`src/hw/itrs_pkg.sv`:
```
// shared constants and carriers for the id tag read sequencer
package itrs_pkg;

   // sequence numbers as three bcd digits
   localparam logic [11:0] SEQ_ONE_HEAD   = 12'h500;
   localparam logic [11:0] SEQ_TWO_HEAD   = 12'h501;

   // send block word counts and head counts, bcd
   localparam logic [15:0] SEND_WORDS_ONE = 16'h0005;
   localparam logic [15:0] SEND_MIN_TWO   = 16'h0006;
   localparam logic [15:0] SEND_MAX_TWO   = 16'h0010;
   localparam logic [15:0] HEADS_ONE      = 16'h0001;
   localparam logic [15:0] HEADS_TWO      = 16'h0002;

   // send block layout, word offsets
   localparam logic [3:0]  OFF_COUNT      = 4'h0;
   localparam logic [3:0]  OFF_HEADS      = 4'h1;
   localparam logic [3:0]  FIELD_BASE_ONE = 4'h1;
   localparam logic [3:0]  FIELD_BASE_TWO = 4'h2;
   localparam logic [3:0]  LAST_ONE       = 4'h4;
   localparam logic [3:0]  LAST_TWO_1     = 4'h5;
   localparam logic [3:0]  LAST_TWO_2     = 4'h9;
   localparam logic [1:0]  FLD_UNIT       = 2'h0;
   localparam logic [1:0]  FLD_CHAN       = 2'h1;
   localparam logic [1:0]  FLD_ADDR       = 2'h2;
   localparam logic [1:0]  FLD_BYTES      = 2'h3;

   // field limits
   localparam logic [7:0]  UNIT_MAX_NARROW = 8'h07;
   localparam logic [7:0]  UNIT_MAX_WIDE   = 8'h15;
   localparam logic [3:0]  CHAN_ONE        = 4'h1;
   localparam logic [3:0]  CHAN_TWO        = 4'h2;
   localparam logic [7:0]  BYTES_MAX_ONE   = 8'hf4;
   localparam logic [7:0]  BYTES_MAX_TWO   = 8'h76;

   // receive block layout, word offsets
   localparam logic [6:0]  RX_OFF_COUNT    = 7'h00;
   localparam logic [6:0]  RX_DATA_BASE    = 7'h01;
   localparam logic [6:0]  RX_HEAD2_BASE   = 7'h3d;
   localparam logic [7:0]  PAD_BYTE        = 8'h00;

   // one read request toward the id controller
   typedef struct packed {
      logic [7:0]  unit;
      logic [3:0]  chan;
      logic [15:0] addr;
      logic [7:0]  bytes;
   } itrs_req_t;

   // one write into the receive words
   typedef struct packed {
      logic        en;
      logic [6:0]  addr;
      logic [15:0] data;
   } itrs_wr_t;

endpackage : itrs_pkg

```
`src/hw/itrs_sequencer.sv`:
```
// Function
// RL1: program supplies real send and receive word areas when both are allocated.
// RL2: unallocated receive gets dummy address; unallocated send gets constant 0000.
// RL3: sequence 500 reads one head; send word count must be 0005.
// RL4: unit number is two bcd digits, 00-07 or 00-15 by controller type.
// RL5: head channel digit 1 or 2; single-channel controller allows only 1.
// RL6: single-head leading address 0000-FFFF, byte count 01-F4.
// RL7: single-head receive word count 0002-0123 written into first receive word.
// RL8: single-head ascii data lands in receive words +1 to +122.
// RL9: ascii data fills from the lowest receive offset upward.
// RL10: sequence 501 serves up to two heads, at most 118 bytes each.
// RL11: two-head send word count 0006-0010, head count 0001-0002.
// RL12: head N fields sit at offsets 4(N-1)+2 to 4(N-1)+5.
// RL13: two-head byte count per head is 01-76.
// RL14: two-head receive count 0002-0120; head N data at 60(N-1)+1 onward.
// RL15: cancel aborts any read in progress and returns to waiting.
// RL16: undefined upper digits of unit, channel and byte words are ignored.
// RL17: all fields range-checked before any request; bad block issues nothing.
`timescale 1ns/1ps
`default_nettype none
module itrs_sequencer
   import itrs_pkg::*;
(
   input  wire logic        clock,      // 50 MHz system clock
   input  wire logic        resetn,     // async reset, active low
   input  wire logic        start,      // pulse: run the sequence in seqNo
   input  wire logic [11:0] seqNo,      // bcd sequence number
   input  wire logic        cancelCmd,  // pulse: abort the running read
   input  wire logic        wideUnits,  // 1: two-channel controller, units to 15
   output logic       [3:0] memRdAddr,  // send block word offset
   input  wire logic [15:0] memRdData,  // send word, one cycle after address
   output itrs_wr_t         memWr,      // receive block write
   output logic             reqValid,   // read request offered
   input  wire logic        reqReady,   // controller link takes request
   output itrs_req_t        req,        // request fields
   input  wire logic        rxValid,    // one ascii byte from the carrier
   input  wire logic  [7:0] rxByte,     // the byte
   output logic             busy,       // sequence running
   output logic             done,       // pulse: sequence ended
   output logic             fault       // last sequence refused its sequence number or its block
);

   typedef enum logic [2:0] {S_IDLE, S_ISSUE, S_TAKE, S_CHECK, S_SEND, S_RECV, S_FINISH}
      itrs_state_t;

   typedef struct packed {
      itrs_state_t       st;
      logic              two;     // two-head sequence
      logic              heads2;  // two heads requested
      logic              head;    // current head
      logic              bad;     // send word count or head count out of range
      logic [3:0]        rdAddr;
      logic [1:0][7:0]   unit;
      logic [1:0][3:0]   chan;
      logic [1:0][15:0]  addr;
      logic [1:0][7:0]   nb;
      logic [7:0]        rem;
      logic [7:0]        hold;
      logic              hiPh;
      logic [6:0]        ptr;
      itrs_wr_t          wr;
      logic              done;
      logic              fault;
   } itrs_regs_t;

   itrs_regs_t s_r;
   itrs_regs_t s_nxt;

   // true when every nibble is a decimal digit
   function automatic logic bcdOk(input logic [15:0] v);
      bcdOk = (v[3:0] <= 4'h9) && (v[7:4] <= 4'h9) && (v[11:8] <= 4'h9) && (v[15:12] <= 4'h9);
   endfunction : bcdOk

   // binary receive count to four bcd digits
   function automatic logic [15:0] toBcd(input logic [6:0] v);
      logic [3:0] h;
      logic [3:0] t;
      logic [3:0] o;
      h = 4'(v / 7'd100);
      t = 4'((v % 7'd100) / 7'd10);
      o = 4'(v % 7'd10);
      toBcd = {4'h0, h, t, o};
   endfunction : toBcd

   // range check of one head's fields
   function automatic logic headOk(input logic [7:0] u, input logic [3:0] c,
                                   input logic [7:0] b, input logic two, input logic wide);
      logic uOk;
      logic cOk;
      logic bOk;
      uOk = bcdOk({8'h00, u}) && (u <= (wide ? UNIT_MAX_WIDE : UNIT_MAX_NARROW)); // [RL4]
      cOk = (c == CHAN_ONE) || (wide && (c == CHAN_TWO));                          // [RL5]
      bOk = (b != 8'h00) && (b <= (two ? BYTES_MAX_TWO : BYTES_MAX_ONE));         // [RL6] [RL13]
      headOk = uOk && cOk && bOk;
   endfunction : headOk

   // next-state logic
   always_comb begin
      logic [3:0] rel;
      logic [3:0] last;
      logic       h;
      rel = 4'h0;
      last = 4'h0;
      h = 1'b0;
      s_nxt = s_r;
      s_nxt.wr.en = 1'b0;
      s_nxt.done = 1'b0;
      unique case (s_r.st)
         S_IDLE: begin
            if (start) begin
               s_nxt.two = (seqNo == SEQ_TWO_HEAD);                 // [RL10]
               s_nxt.heads2 = 1'b0;
               s_nxt.head = 1'b0;
               s_nxt.bad = 1'b0;
               s_nxt.rdAddr = OFF_COUNT;
               s_nxt.fault = 1'b0;
               if ((seqNo == SEQ_ONE_HEAD) || (seqNo == SEQ_TWO_HEAD)) begin
                  s_nxt.st = S_ISSUE;
               end else begin
                  s_nxt.fault = 1'b1;
                  s_nxt.done = 1'b1;
               end
            end
         end
         S_ISSUE: begin
            s_nxt.st = S_TAKE;
         end
         S_TAKE: begin
            rel = s_r.rdAddr - (s_r.two ? FIELD_BASE_TWO : FIELD_BASE_ONE);
            h = s_r.two & rel[2];                                     // [RL12]
            if (s_r.rdAddr == OFF_COUNT) begin
               if (s_r.two) begin                                     // [RL11]
                  s_nxt.bad = !bcdOk(memRdData) || (memRdData < SEND_MIN_TWO)
                              || (memRdData > SEND_MAX_TWO);
               end else begin
                  s_nxt.bad = (memRdData != SEND_WORDS_ONE);          // [RL3]
               end
            end else if (s_r.two && (s_r.rdAddr == OFF_HEADS)) begin
               s_nxt.heads2 = (memRdData == HEADS_TWO);               // [RL11]
               if ((memRdData != HEADS_ONE) && (memRdData != HEADS_TWO)) begin
                  s_nxt.bad = 1'b1;
               end
            end else begin
               // only the defined low digits are kept
               unique case (rel[1:0])
                  FLD_UNIT:  s_nxt.unit[h] = memRdData[7:0];         // [RL16]
                  FLD_CHAN:  s_nxt.chan[h] = memRdData[3:0];         // [RL16]
                  FLD_ADDR:  s_nxt.addr[h] = memRdData;              // [RL6]
                  FLD_BYTES: s_nxt.nb[h] = memRdData[7:0];           // [RL16]
               endcase
            end
            // stop after the last word of the last head
            if (!s_r.two) begin
               last = LAST_ONE;
            end else if (s_r.rdAddr == OFF_HEADS) begin
               last = (memRdData == HEADS_TWO) ? LAST_TWO_2 : LAST_TWO_1;
            end else begin
               last = s_r.heads2 ? LAST_TWO_2 : LAST_TWO_1;
            end
            if (s_r.rdAddr >= last && s_r.rdAddr != OFF_COUNT) begin
               s_nxt.st = S_CHECK;
            end else begin
               s_nxt.rdAddr = s_r.rdAddr + 4'h1;
               s_nxt.st = S_ISSUE;
            end
         end
         S_CHECK: begin
            // nothing goes out unless the whole block is in range
            if (s_r.bad
                || !headOk(s_r.unit[0], s_r.chan[0], s_r.nb[0], s_r.two, wideUnits)
                || (s_r.heads2
                    && !headOk(s_r.unit[1], s_r.chan[1], s_r.nb[1], s_r.two, wideUnits)))
            begin                                                     // [RL17]
               s_nxt.fault = 1'b1;
               s_nxt.done = 1'b1;
               s_nxt.st = S_IDLE;
            end else begin
               s_nxt.head = 1'b0;
               s_nxt.ptr = RX_DATA_BASE;                              // [RL8] [RL9]
               s_nxt.st = S_SEND;
            end
         end
         S_SEND: begin
            if (reqReady) begin
               s_nxt.rem = s_r.nb[s_r.head];
               s_nxt.hiPh = 1'b1;
               s_nxt.st = S_RECV;
            end
         end
         S_RECV: begin
            if (rxValid) begin
               s_nxt.rem = s_r.rem - 8'h01;
               if (s_r.hiPh && (s_r.rem != 8'h01)) begin
                  s_nxt.hold = rxByte;
                  s_nxt.hiPh = 1'b0;
               end else begin
                  // two ascii bytes per word, first byte high, upward fill
                  s_nxt.wr.en = 1'b1;                                 // [RL9]
                  s_nxt.wr.addr = s_r.ptr;
                  s_nxt.wr.data = s_r.hiPh ? {rxByte, PAD_BYTE} : {s_r.hold, rxByte};
                  s_nxt.ptr = s_r.ptr + 7'h01;
                  s_nxt.hiPh = 1'b1;
               end
               if (s_r.rem == 8'h01) begin
                  if (s_r.heads2 && !s_r.head) begin
                     s_nxt.head = 1'b1;
                     s_nxt.ptr = RX_HEAD2_BASE;                       // [RL14]
                     s_nxt.st = S_SEND;
                  end else begin
                     s_nxt.st = S_FINISH;
                  end
               end
            end
         end
         S_FINISH: begin
            // count word counts itself plus every word up to the last data word written
            s_nxt.wr.en = 1'b1;                                       // [RL7] [RL14]
            s_nxt.wr.addr = RX_OFF_COUNT;
            s_nxt.wr.data = toBcd(s_r.ptr);
            s_nxt.done = 1'b1;
            s_nxt.st = S_IDLE;
         end
      endcase
      // cancel drops whatever is running without a done pulse
      if (cancelCmd && (s_r.st != S_IDLE)) begin                      // [RL15]
         s_nxt.st = S_IDLE;
         s_nxt.wr.en = 1'b0;
         s_nxt.done = 1'b0;
      end
   end

   // state register
   always_ff @(posedge clock or negedge resetn) begin
      if (!resetn) begin
         s_r <= '0;
      end else begin
         s_r <= s_nxt;
      end
   end

   // outputs
   assign memRdAddr = s_r.rdAddr;
   assign memWr     = s_r.wr;
   assign reqValid  = (s_r.st == S_SEND);
   assign req       = '{unit: s_r.unit[s_r.head], chan: s_r.chan[s_r.head],
                        addr: s_r.addr[s_r.head], bytes: s_r.nb[s_r.head]};
   assign busy      = (s_r.st != S_IDLE);
   assign done      = s_r.done;
   assign fault     = s_r.fault;

endmodule : itrs_sequencer
`default_nettype wire

```
`config.mk`:
```
export PLATFORM = sky130hd
export DESIGN_NAME = itrs_sequencer
export DESIGN_NICKNAME = d
export VERILOG_FILES = /design/src/hw/itrs_pkg.sv /design/src/hw/itrs_sequencer.sv
export SDC_FILE = /design/constraint.sdc
export NUM_CORES = 1
export LEC_CHECK = 0
export ABC_CLOCK_PERIOD_IN_PS = 4200
export BUFFER_PORTS_ARGS = -buffer_cell sky130_fd_sc_hd__buf_2
export CAP_MARGIN = 5
export CORE_ASPECT_RATIO = 1.4
export CORE_MARGIN = 2
export CORE_UTILIZATION = 58
export CTS_CLUSTER_DIAMETER = 60
export DETAILED_ROUTE_END_ITERATION = 8
export PLACE_DENSITY_LB_ADDON = 0.1
export SYNTH_ARGS = -nofsm -noshare
export SYNTH_HDL_FRONTEND = slang
export SYNTH_SLANG_ARGS = --single-unit
```
`constraint.sdc`:
```
create_clock -name clock -period 4.2 [get_ports clock]
set_input_delay 0.84 -clock clock [delete_from_list [all_inputs] [get_ports clock]]
set_output_delay 0.84 -clock clock [all_outputs]
set_load 0.005 [all_outputs]
```
==> summary.txt, run 1 <==
Worst setup path
  • Reg-to-reg startpoint: s_r[28]
  • Crit path DAT: around 4.2 ns
  • Worst r2r dst: memWr[2]
  • CP Max Fanout: 9
  • Setup crit end kind: flip-flop
  • Max incr delay on CP: just under 0.5 ns
  • Most used cell, CP: ha_1
  • Type of the worst setup path: reg -> reg
  • Startpoint Class: flip-flop
  • Critical path origin: s_r[28]
  • WP depth: 14
  • CP required: roughly 4.5 ns
  • R2R setup slack: around 0.35 ns
  • Critical Path Slowest Stage Cell: dfrtp_1
  • Critical-path cell list: inv_1 > ha_1 > nor2_1 > a311o_1 > a221oi_1 > o21bai_1 > a21oi_1 > ha_1 > a211oi_1 > a2bb2oi_1 > o311ai_1 > nor3_2 > mux2_2 > o21ai_1
  • FF-to-FF path depth: 14
  • Buf/Inv on CP: 1
  • Crit path capture: memWr[2]
  • Crit path max-delay family: compound AO/OA/AOI/OAI gates

Yosys
  • Seq/Total Area, Yosys: a little over two fifths
  • Asr flop ratio synth: 100%
  • Post-synth EDFFs: 0
  • Post-synthesis register bit count: 133
  • Library cells used by synthesis: between 70 and 80
  • Synth Warn #: 0
  • Synthesized area per cell: around 10 um2
  • Primary FF master, synth: dfrtp_1
  • Synthesized area: 7900 um2
  • Syn Inst Count: 759
  • Mapped Nets: around 830

STA
  • Setup TNS: 0 ns
  • Number of hold violations in the final report: 0
  • Final period utilization: roughly nine tenths
  • Fmax: approximately 260 MHz
  • Slew margin rel.: around two fifths
  • Worst setup margin: 0.352 ns
  • Unrepaired setup endpoints after global routing: no
  • Worst Skew: 0.00823 ns
  • Setup-failing EPs final: 0
  • Minimum clock period: 3.85 ns
  • Slew @ Worst Pin: 0.926 ns
  • Fin. max-slew vios: 0

Route
  • DRT iter0 DRCs: 310
  • Vias per inst: 6.19
  • DR WL/cell: 19.2 um
  • Pre-antenna DRT Iters: 4
  • Via count: 6,364
  • Antenna viol nets, final: 0
  • Drt total wl: ~20 mm
  • Remaining DRCs: 0

Clocking
  • CTS tree: done
  • Total CTS buffers: 17
  • Skew-Pair Late Insertion Delay: roughly 0.42 ns
  • Hold-fix buffers, CTS: 0
  • H-tree depth: 4
  • Post-CTS Repair Setup Buffers: 0
  • CTS Sinks: ~130
  • Root cell of the clock tree: clkbuf_16
  • Clock Path Buffers: 2
  • Clock Pin Slew Worst Setup and Hold Paths: roughly 0.06 ns
  • Resized Gates After CTS: 0

Placed design
  • DP Cell Count: 996
  • RD Place Congestion: roughly 0.84
  • Hpwl dp: ~14 mm
  • PortBufs: 110
  • Place WS: about 0.24 ns

GRT
  • Vias in the first global route: about 6,400
  • Initial antenna violation count: 1
  • Met2 Use GR: roughly half
  • Met1 Use GR: between 30% and 40%
  • Most used routing layer: met2
  • Largest net degree at the start of global routing: 77
  • Met3 GRT Util: 5.01%
  • First-pass GRT wire length: ~32 mm
  • All-Layer GR Usage: roughly 28%
  • Total grt overflow: 0

Die
  • I/O Pins: between 100 and 150
  • Std cell rows: 50
  • Core Area: 13,300 um2
  • DIE AREA: approximately 15,000 um2
  • Die Wd: between 100 and 150 um
  • Initial Utilization: 59.2%
  • Die height: ~140 um

Power and ir drop
  • Total power: just over 3000 uW
  • PwrDens: around 340 nW/um2
  • Worst IR Drop VDD: 0.000310 V
  • Pleak: 0.00424 uW

Final layout
  • Area of the multi-input gates: slightly above 4000 um2
  • Most common cell after layout, fill and taps aside: dfrtp_1
  • Non-Filler Instances: about 1,000
  • Fill count: about 1,000
  • Final net count: between 900 and 1,000
  • Commonest non-fill, non-tap cells in the layout: dfrtp_1, mux2_2, buf_2
  • Share of cells above drive strength 1: between 30% and 40%
  • Area Growth Syn to Fin: 14.2%
  • Reg area: 3330 um2

Hold path
  • Hold/Removal Path Class: in -> async

Flow run
  • Max-Cap Viols: 0

Run status
  • Status: finished, final reports clean
registers in the layout, indices dropped and copies added (netlist names):
name	flops
s_r	103
memWr	24
memRdAddr	4
done	1
fault	1
power by group:
group | leakage, uW | internal (uW) | switching (uW)
logic | 0.00218 | 62.7 | 87.6
clock network | 0.000296 | 997 | 586
registers | 0.00176 | 1300 | 19.9
through the flow:
stage / cell area [um2] / hold slack, ns / utilization, %
finish: 9020 / 0.476 / 67.7
global route: 9020 / 0.521 / 67.7
detailed placement: 8390 / 0.481 / 63.0
CTS: 9020 / 0.495 / 67.7
floorplan: 7900 / 0.467 / -
global placement: 8390 / 0.479 / 63.0
how the worst min path moves through the flow:
stage / start / end / slack (ns) / cells past startpoint
after floorplan: memWr[16] / memWr[16] / 0.47 / 1
after global placement: memWr[20] / memWr[20] / 0.48 / 2
after detailed placement: memWr[21] / memWr[21] / 0.48 / 2
after CTS: memWr[21] / memWr[21] / 0.50 / 2
after global routing: s_r[80] / s_r[80] / 0.52 / 1
final: resetn / memWr[19] / 0.48 / 1
logic make-up after synthesis:
family          share of synthesized area [%]
simple gates                             15.2
flops                                    42.2
mux                                      18.0
buf+inv                                  5.91
xor+xnor                                0.888
fa+ha+maj                                4.50
compound gates                           13.4
area by class of cell:
type                            count  area share, %
Clock inverter                     14           2.22
Antenna cell                        1         0.0277
Clock buffer                       17           4.72
Sequential cell                   133           36.9
Tap cell                          182           2.52
Multi-Input combinational cell    536           45.5
Timing Repair Buffer              120           7.10
Inverter                           25           1.05
layer usage:
layer  share of wire [%]  wire length (um)
met5                   0                 0
met3                 5.2              1020
met2                  53             10500
met4                 3.4               664
met1                  38              7540
synthesized netlist by cell type, types with 6 or more instances:
cell / number / share of area, %
a211oi_1: 9 / 0.86
a21oi_1: 31 / 2.0
a221o_1: 6 / 0.76
a31oi_1: 6 / 0.48
buf_2: 6 / 0.38
buf_4: 32 / 3.0
clkbuf_1: 24 / 1.1
dfrtp_1: 133 / 42
ha_1: 26 / 4.1
inv_1: 24 / 1.1
mux2_2: 118 / 17
mux2i_1: 9 / 1.1
nand2_1: 45 / 2.1
nand2b_1: 7 / 0.55
nand3_1: 35 / 2.2
nor2_1: 39 / 1.9
nor2b_1: 7 / 0.55
nor3_1: 14 / 0.89
nor4_1: 10 / 0.79
o21ai_0: 45 / 2.9
o31ai_1: 7 / 0.67
xnor2_1: 6 / 0.67
(Power assumes the default switching activity.)
==> run 2, diff against run 1 <==
- ABC_CLOCK_PERIOD_IN_PS: 4200 -> 4550
- CORE_UTILIZATION: 58 -> 60
- clock period: 4.2 -> 4.55 ns (I/O delays scaled with it)
==> run 2 against run 1 <==
Against the previous run:
- largest cell class unchanged
- total power decreased by 11%
- largest power group unchanged
- sequential power is 8% lower
- hold slack improved by 0.014 ns
==> summary.txt, run 2 (synthesis results as in run 1) <==
Run status
  • Status: finished, final reports clean

Clocking
  • Resized Gates After CTS: 0
  • Root cell of the clock tree: clkbuf_16
  • Skew-Pair Late Insertion Delay: ~0.42 ns
  • H-tree depth: 4
  • Clock Pin Slew Worst Setup and Hold Paths: about 0.06 ns
  • Post-CTS Repair Setup Buffers: 0
  • Clock Path Buffers: 2
  • CTS Sinks: around 130
  • Hold-fix buffers, CTS: 0
  • CTS tree: done
  • Total CTS buffers: 17

Final layout
  • Share of cells above drive strength 1: 33.8%
  • Commonest non-fill, non-tap cells in the layout: dfrtp_1, mux2_2, buf_2
  • Fill count: around 1,000
  • Final net count: 897
  • Final Core Density: just under 70%
  • Area of the multi-input gates: ~4100 um2
  • Area Growth Syn to Fin: 12.6%
  • Most common cell after layout, fill and taps aside: dfrtp_1
  • Biggest register: s_r
  • Non-Filler Instances: 993
  • Reg area: between 3000 and 4000 um2
  • Max FFs per register: approximately 100
  • Diodes inserted: 0

Die
  • I/O Pins: between 100 and 150
  • Std cell rows: between 40 and 50
  • Die Wd: ~100 um
  • DIE AREA: between 10,000 and 15,000 um2
  • Die height: 140 um
  • Initial Utilization: approximately three fifths
  • Core Area: about 13,000 um2

Route
  • Pre-antenna DRT Iters: 5
  • DR WL/cell: 19.8 um
  • Drt total wl: roughly 20 mm
  • DRT iter0 DRCs: 316
  • Antenna viol nets, final: 0
  • Remaining DRCs: 0
  • Vias per inst: about 6.4
  • Via count: approximately 6,300

Worst setup path
  • Startpoint Class: flip-flop
  • CP Max Fanout: 23
  • Type of the worst setup path: reg -> reg
  • CP required: approximately 4.9 ns
  • Crit path DAT: ~4.3 ns
  • Most used cell, CP: ha_1
  • Max incr delay on CP: around 0.75 ns
  • Critical-path cell list: ha_1 > nor2_1 > a311o_1 > a221oi_1 > o21bai_1 > a21oi_1 > ha_1 > a211oi_1 > o21ai_0 > o311ai_1 > nor3_2 > mux2_2 > o21ai_1
  • Setup crit end kind: flip-flop
  • Critical Path Slowest Stage Cell: dfrtp_1

GRT
  • Most used routing layer: met2
  • First-pass GRT wire length: between 30 and 40 mm
  • Vias in the first global route: about 6,500
  • Met1 Use GR: between 30% and 40%
  • All-Layer GR Usage: just under 30%
  • Met2 Use GR: 52.6%
  • Total grt overflow: 0
  • Initial antenna violation count: 1
  • Largest net degree at the start of global routing: 76
  • Met3 GRT Util: under 10%

STA
  • Unrepaired setup endpoints after global routing: no
  • Number of hold violations in the final report: 0
  • Worst Skew: between 0.007 and 0.008 ns
  • Setup-failing EPs final: 0
  • Setup TNS: 0 ns
  • Fmax: between 200 and 250 MHz
  • Final period utilization: between 80% and 90%
  • Hold Slack: ~0.49 ns
  • Minimum clock period: about 4 ns
  • Fin. max-slew vios: 0
  • Slew @ Worst Pin: about 0.96 ns
  • Slew margin rel.: a little over a third

Power and ir drop
  • Pint: around 2100 uW
  • Worst IR Drop VDD: 0.000227 V
  • Flop pwr share: 44.9%
  • Pleak: between 0.004 and 0.005 uW
  • PwrDens: a little over 300 nW/um2
  • Psw: 641 uW
  • Comb pwr share: between 5 and 6%
  • Clk pwr share: 50.0%
  • Switching share of power: a little under a quarter

Placed design
  • RD Place Congestion: 0.942
  • PortBufs: between 100 and 150
  • Hpwl dp: roughly 14 mm
  • DP Cell Count: around 960

Hold path
  • Hold/Removal Path Class: reg -> reg

Flow run
  • Max-Cap Viols: 0
## run 2: cell types whose count changed in the layout (fill, tap and decap cells not counted)
cell,delta
clkinv_4,-1
diode_2,-1
bufinv_16,-2
clkinv_2,+3
clkbuf_1,+1
inv_6,+2
clkinvlp_4,-2
buf_4,-6
## run 2: stage by stage
stage               worst slack, ns  power (uW)  area, um2
floorplan                      1.08        1290       7900
global placement              0.629        1370       8310
detailed placement            0.559        1380       8310
CTS                           0.584        2730       8890
global route                  0.204        2800       8890
finish                        0.538        2710       8890
## run 2: worst max-delay path: cells and delay by family, from the launching register on
| family | cells | cell delay, ns |
|---|---|---|
| and+or+nand+nor | 2 | 0.42 |
| adders and majority gates | 2 | 0.71 |
| muxes | 1 | 0.36 |
| AOI/OAI and AO/OA | 8 | 1.68 |
| DFF | 1 | 0.75 |
## run 2: power groups by stage
stage          sequential, uW  clock, uW  combinational [uW]
2_1_floorplan            1230          0                59.5
3_5_place_dp             1240          0                 138
3_3_place_gp             1240          0                 134
5_1_grt                  1220       1420                 153
4_1_cts                  1220       1370                 140
6_report                 1220       1350                 138
## run 2: final cells by class
cell class	count	area share [%]
clock buffer	18	4.83
clock inverter	14	1.68
inverter	25	1.07
multi-input combinational	536	46.1
sequential	133	37.4
tap	153	2.15
timing repair buffer	114	6.70
## run 2: worst paths after layout
kind / start / endpoint / slack, ns / depth (start not counted)
max: s_r[29] / memWr[2] / 0.54 / 13
min: memWr[20] / memWr[20] / 0.49 / 2
max reg2reg: s_r[29] / memWr[2] / 0.54 / 13
min reg2reg: memWr[20] / memWr[20] / 0.49 / 2
max in group asynchronous: resetn / s_r[57] / 3.12 / 2
min in group asynchronous: resetn / memWr[19] / 0.57 / 1
## run 2: layer usage
metal,up-vias,share of wire [%]
met3,38,4.4
met5,-,0.056
li1,2912,-
met2,212,54
met4,2,2.4
met1,3142,39
==> run 3, diff against run 2 <==
- CELL_PAD_IN_SITES_DETAIL_PLACEMENT: not set -> 0
- CELL_PAD_IN_SITES_GLOBAL_PLACEMENT: not set -> 1
- CORE_UTILIZATION: 60 -> 49
- MAX_ROUTING_LAYER: not set -> met4
==> run 3 against run 2 <==
Against the previous run:
- global-route usage down 3.4 points
- clock skew up 0.0011 ns
- fmax up 1.8%
- die area up 22%
- sequential power about the same
- non-clock buffer count up 5
- critical path type unchanged
==> summary.txt, run 3 (synthesis results as in run 1) <==
Run status
  • Status: finished, final reports clean

Placed design
  • RD Place Congestion: between 0.8 and 0.9
  • PortBufs: 110
  • Hpwl dp: 15.0 mm

STA
  • Hold Slack: just under 0.5 ns
  • Number of hold violations in the final report: 0
  • Setup-failing EPs final: 0
  • Worst Skew: roughly 0.0086 ns
  • Slew @ Worst Pin: 1.05 ns
  • Fin. max-slew vios: 0
  • Slew margin rel.: just under 30%
  • Unrepaired setup endpoints after global routing: no
  • Setup TNS: 0 ns
  • Minimum clock period: approximately 3.9 ns
  • Fmax: approximately 250 MHz
  • Final period utilization: roughly 87%

Worst setup path
  • Max incr delay on CP: just under 0.6 ns
  • Critical-path cell list: inv_1 > ha_1 > nor2_1 > a311o_1 > a221oi_1 > o21bai_1 > a21oi_1 > ha_1 > a211oi_1 > a2bb2oi_1 > o311ai_1 > nor3_2 > mux2_2 > o21ai_1
  • Most used cell, CP: ha_1
  • Buf/Inv on CP: 1
  • Setup crit end kind: flip-flop
  • Critical Path Slowest Stage Cell: dfrtp_1
  • Type of the worst setup path: reg -> reg
  • CP required: approximately 4.9 ns
  • Startpoint Class: flip-flop
  • Crit path max-delay family: compound AO/OA/AOI/OAI gates
  • CP Max Fanout: 17
  • Crit path DAT: around 4.3 ns

Route
  • Pre-antenna DRT Iters: 4
  • DR WL/cell: between 15 and 20 um
  • Via count: 6,181
  • Vias per inst: approximately 6
  • Drt total wl: between 20 and 25 mm
  • Antenna viol nets, final: 0
  • Remaining DRCs: 0
  • DRT iter0 DRCs: around 270

Power and ir drop
  • Pleak: approximately 0.0042 uW
  • PwrDens: between 300 and 400 nW/um2
  • Worst IR Drop VDD: 0.000311 V

Final layout
  • Final Core Density: between 50% and 60%
  • Commonest non-fill, non-tap cells in the layout: dfrtp_1, mux2_2, buf_2
  • Max FFs per register: 103
  • Biggest register: s_r
  • Most common cell after layout, fill and taps aside: dfrtp_1
  • Final net count: ~900
  • Share of cells above drive strength 1: 34.1%
  • Area Growth Syn to Fin: 14.4%

Clocking
  • CTS tree: done
  • Skew-Pair Late Insertion Delay: about 0.42 ns
  • Post-CTS Repair Setup Buffers: 0
  • CTS Sinks: 133
  • Total CTS buffers: 17
  • Clock Path Buffers: 2
  • Root cell of the clock tree: clkbuf_16
  • Clock Pin Slew Worst Setup and Hold Paths: 0.06 ns
  • H-tree depth: 4
  • Hold-fix buffers, CTS: 0
  • Resized Gates After CTS: 0

GRT
  • First-pass GRT wire length: around 34 mm
  • Total grt overflow: 0
  • Largest net degree at the start of global routing: 80
  • Initial antenna violation count: 1
  • All-Layer GR Usage: 25.6%
  • Vias in the first global route: ~6,500

Die
  • Core Area: 15,700 um2
  • Initial Utilization: between 50% and 60%
  • DIE AREA: between 15,000 and 20,000 um2
  • Die Wd: approximately 110 um
  • Std cell rows: 54
  • I/O Pins: 111
  • Die height: 154 um

Hold path
  • Hold/Removal Path Class: reg -> reg

Flow run
  • Max-Cap Viols: 0
==> run 3: metal layers <==
layer  up-vias  track usage, %  routed length (um)
met4         0            10.7                 654
met1      3048            27.1                7940
met2       162            46.1               11100
met3        44            5.29                 828
met5         -               -                   0
li1       2927               -                   -
==> run 3: worst paths after layout <==
kind,from,end,slack [ns],cells past startpoint
max,s_r[28],memWr[2],0.61,14
min,memWr[22],memWr[22],0.49,2
max reg2reg,s_r[28],memWr[2],0.61,14
min reg2reg,memWr[22],memWr[22],0.49,2
max in group asynchronous,resetn,s_r[60],3.04,2
min in group asynchronous,resetn,memWr[20],0.67,1
==> run 3: power by group <==
| group | switching [uW] | leakage (uW) | internal, uW | total, uW |
|---|---|---|---|---|
| sequential | 17.2 | 0.00176 | 1200 | 1220 |
| combinational | 80.6 | 0.00218 | 57.7 | 138 |
| clock | 544 | 0.000295 | 926 | 1470 |
| total | 641 | 0.00423 | 2180 | 2820 |
==> run 3: worst register-to-register path, stage by stage, from the launching register on <==
cell       delay, ns
dfrtp_1         0.58
inv_1           0.25
ha_1            0.30
nor2_1          0.14
a311o_1         0.36
a221oi_1        0.39
o21bai_1        0.13
a21oi_1         0.21
ha_1            0.30
a211oi_1        0.10
a2bb2oi_1       0.18
o311ai_1        0.19
nor3_2          0.28
mux2_2          0.36
o21ai_1         0.10
==> run 3: through the flow <==
| step | cells | setup slack [ns] | cell area (um2) | power (uW) |
|---|---|---|---|---|
| 2_1_floorplan | 759 | 1.08 | 7900 | 1290 |
| 3_3_place_gp | 1009 | 0.606 | 8400 | 1380 |
| 3_5_place_dp | 1009 | 0.489 | 8400 | 1380 |
| 5_1_grt | 1042 | 0.304 | 9030 | 2930 |
| 6_report | 1042 | 0.609 | 9030 | 2820 |
| 4_1_cts | 1041 | 0.629 | 9030 | 2860 |
==> run 3: area by class of cell <==
cell class	instances	area, um2
tap	196	245
timing repair buffer	119	633
antenna	1	2.50
multi-input combinational	536	4100
inverter	25	95.1
fill	1375	6640
sequential	133	3330
clock buffer	19	433
clock inverter	13	195
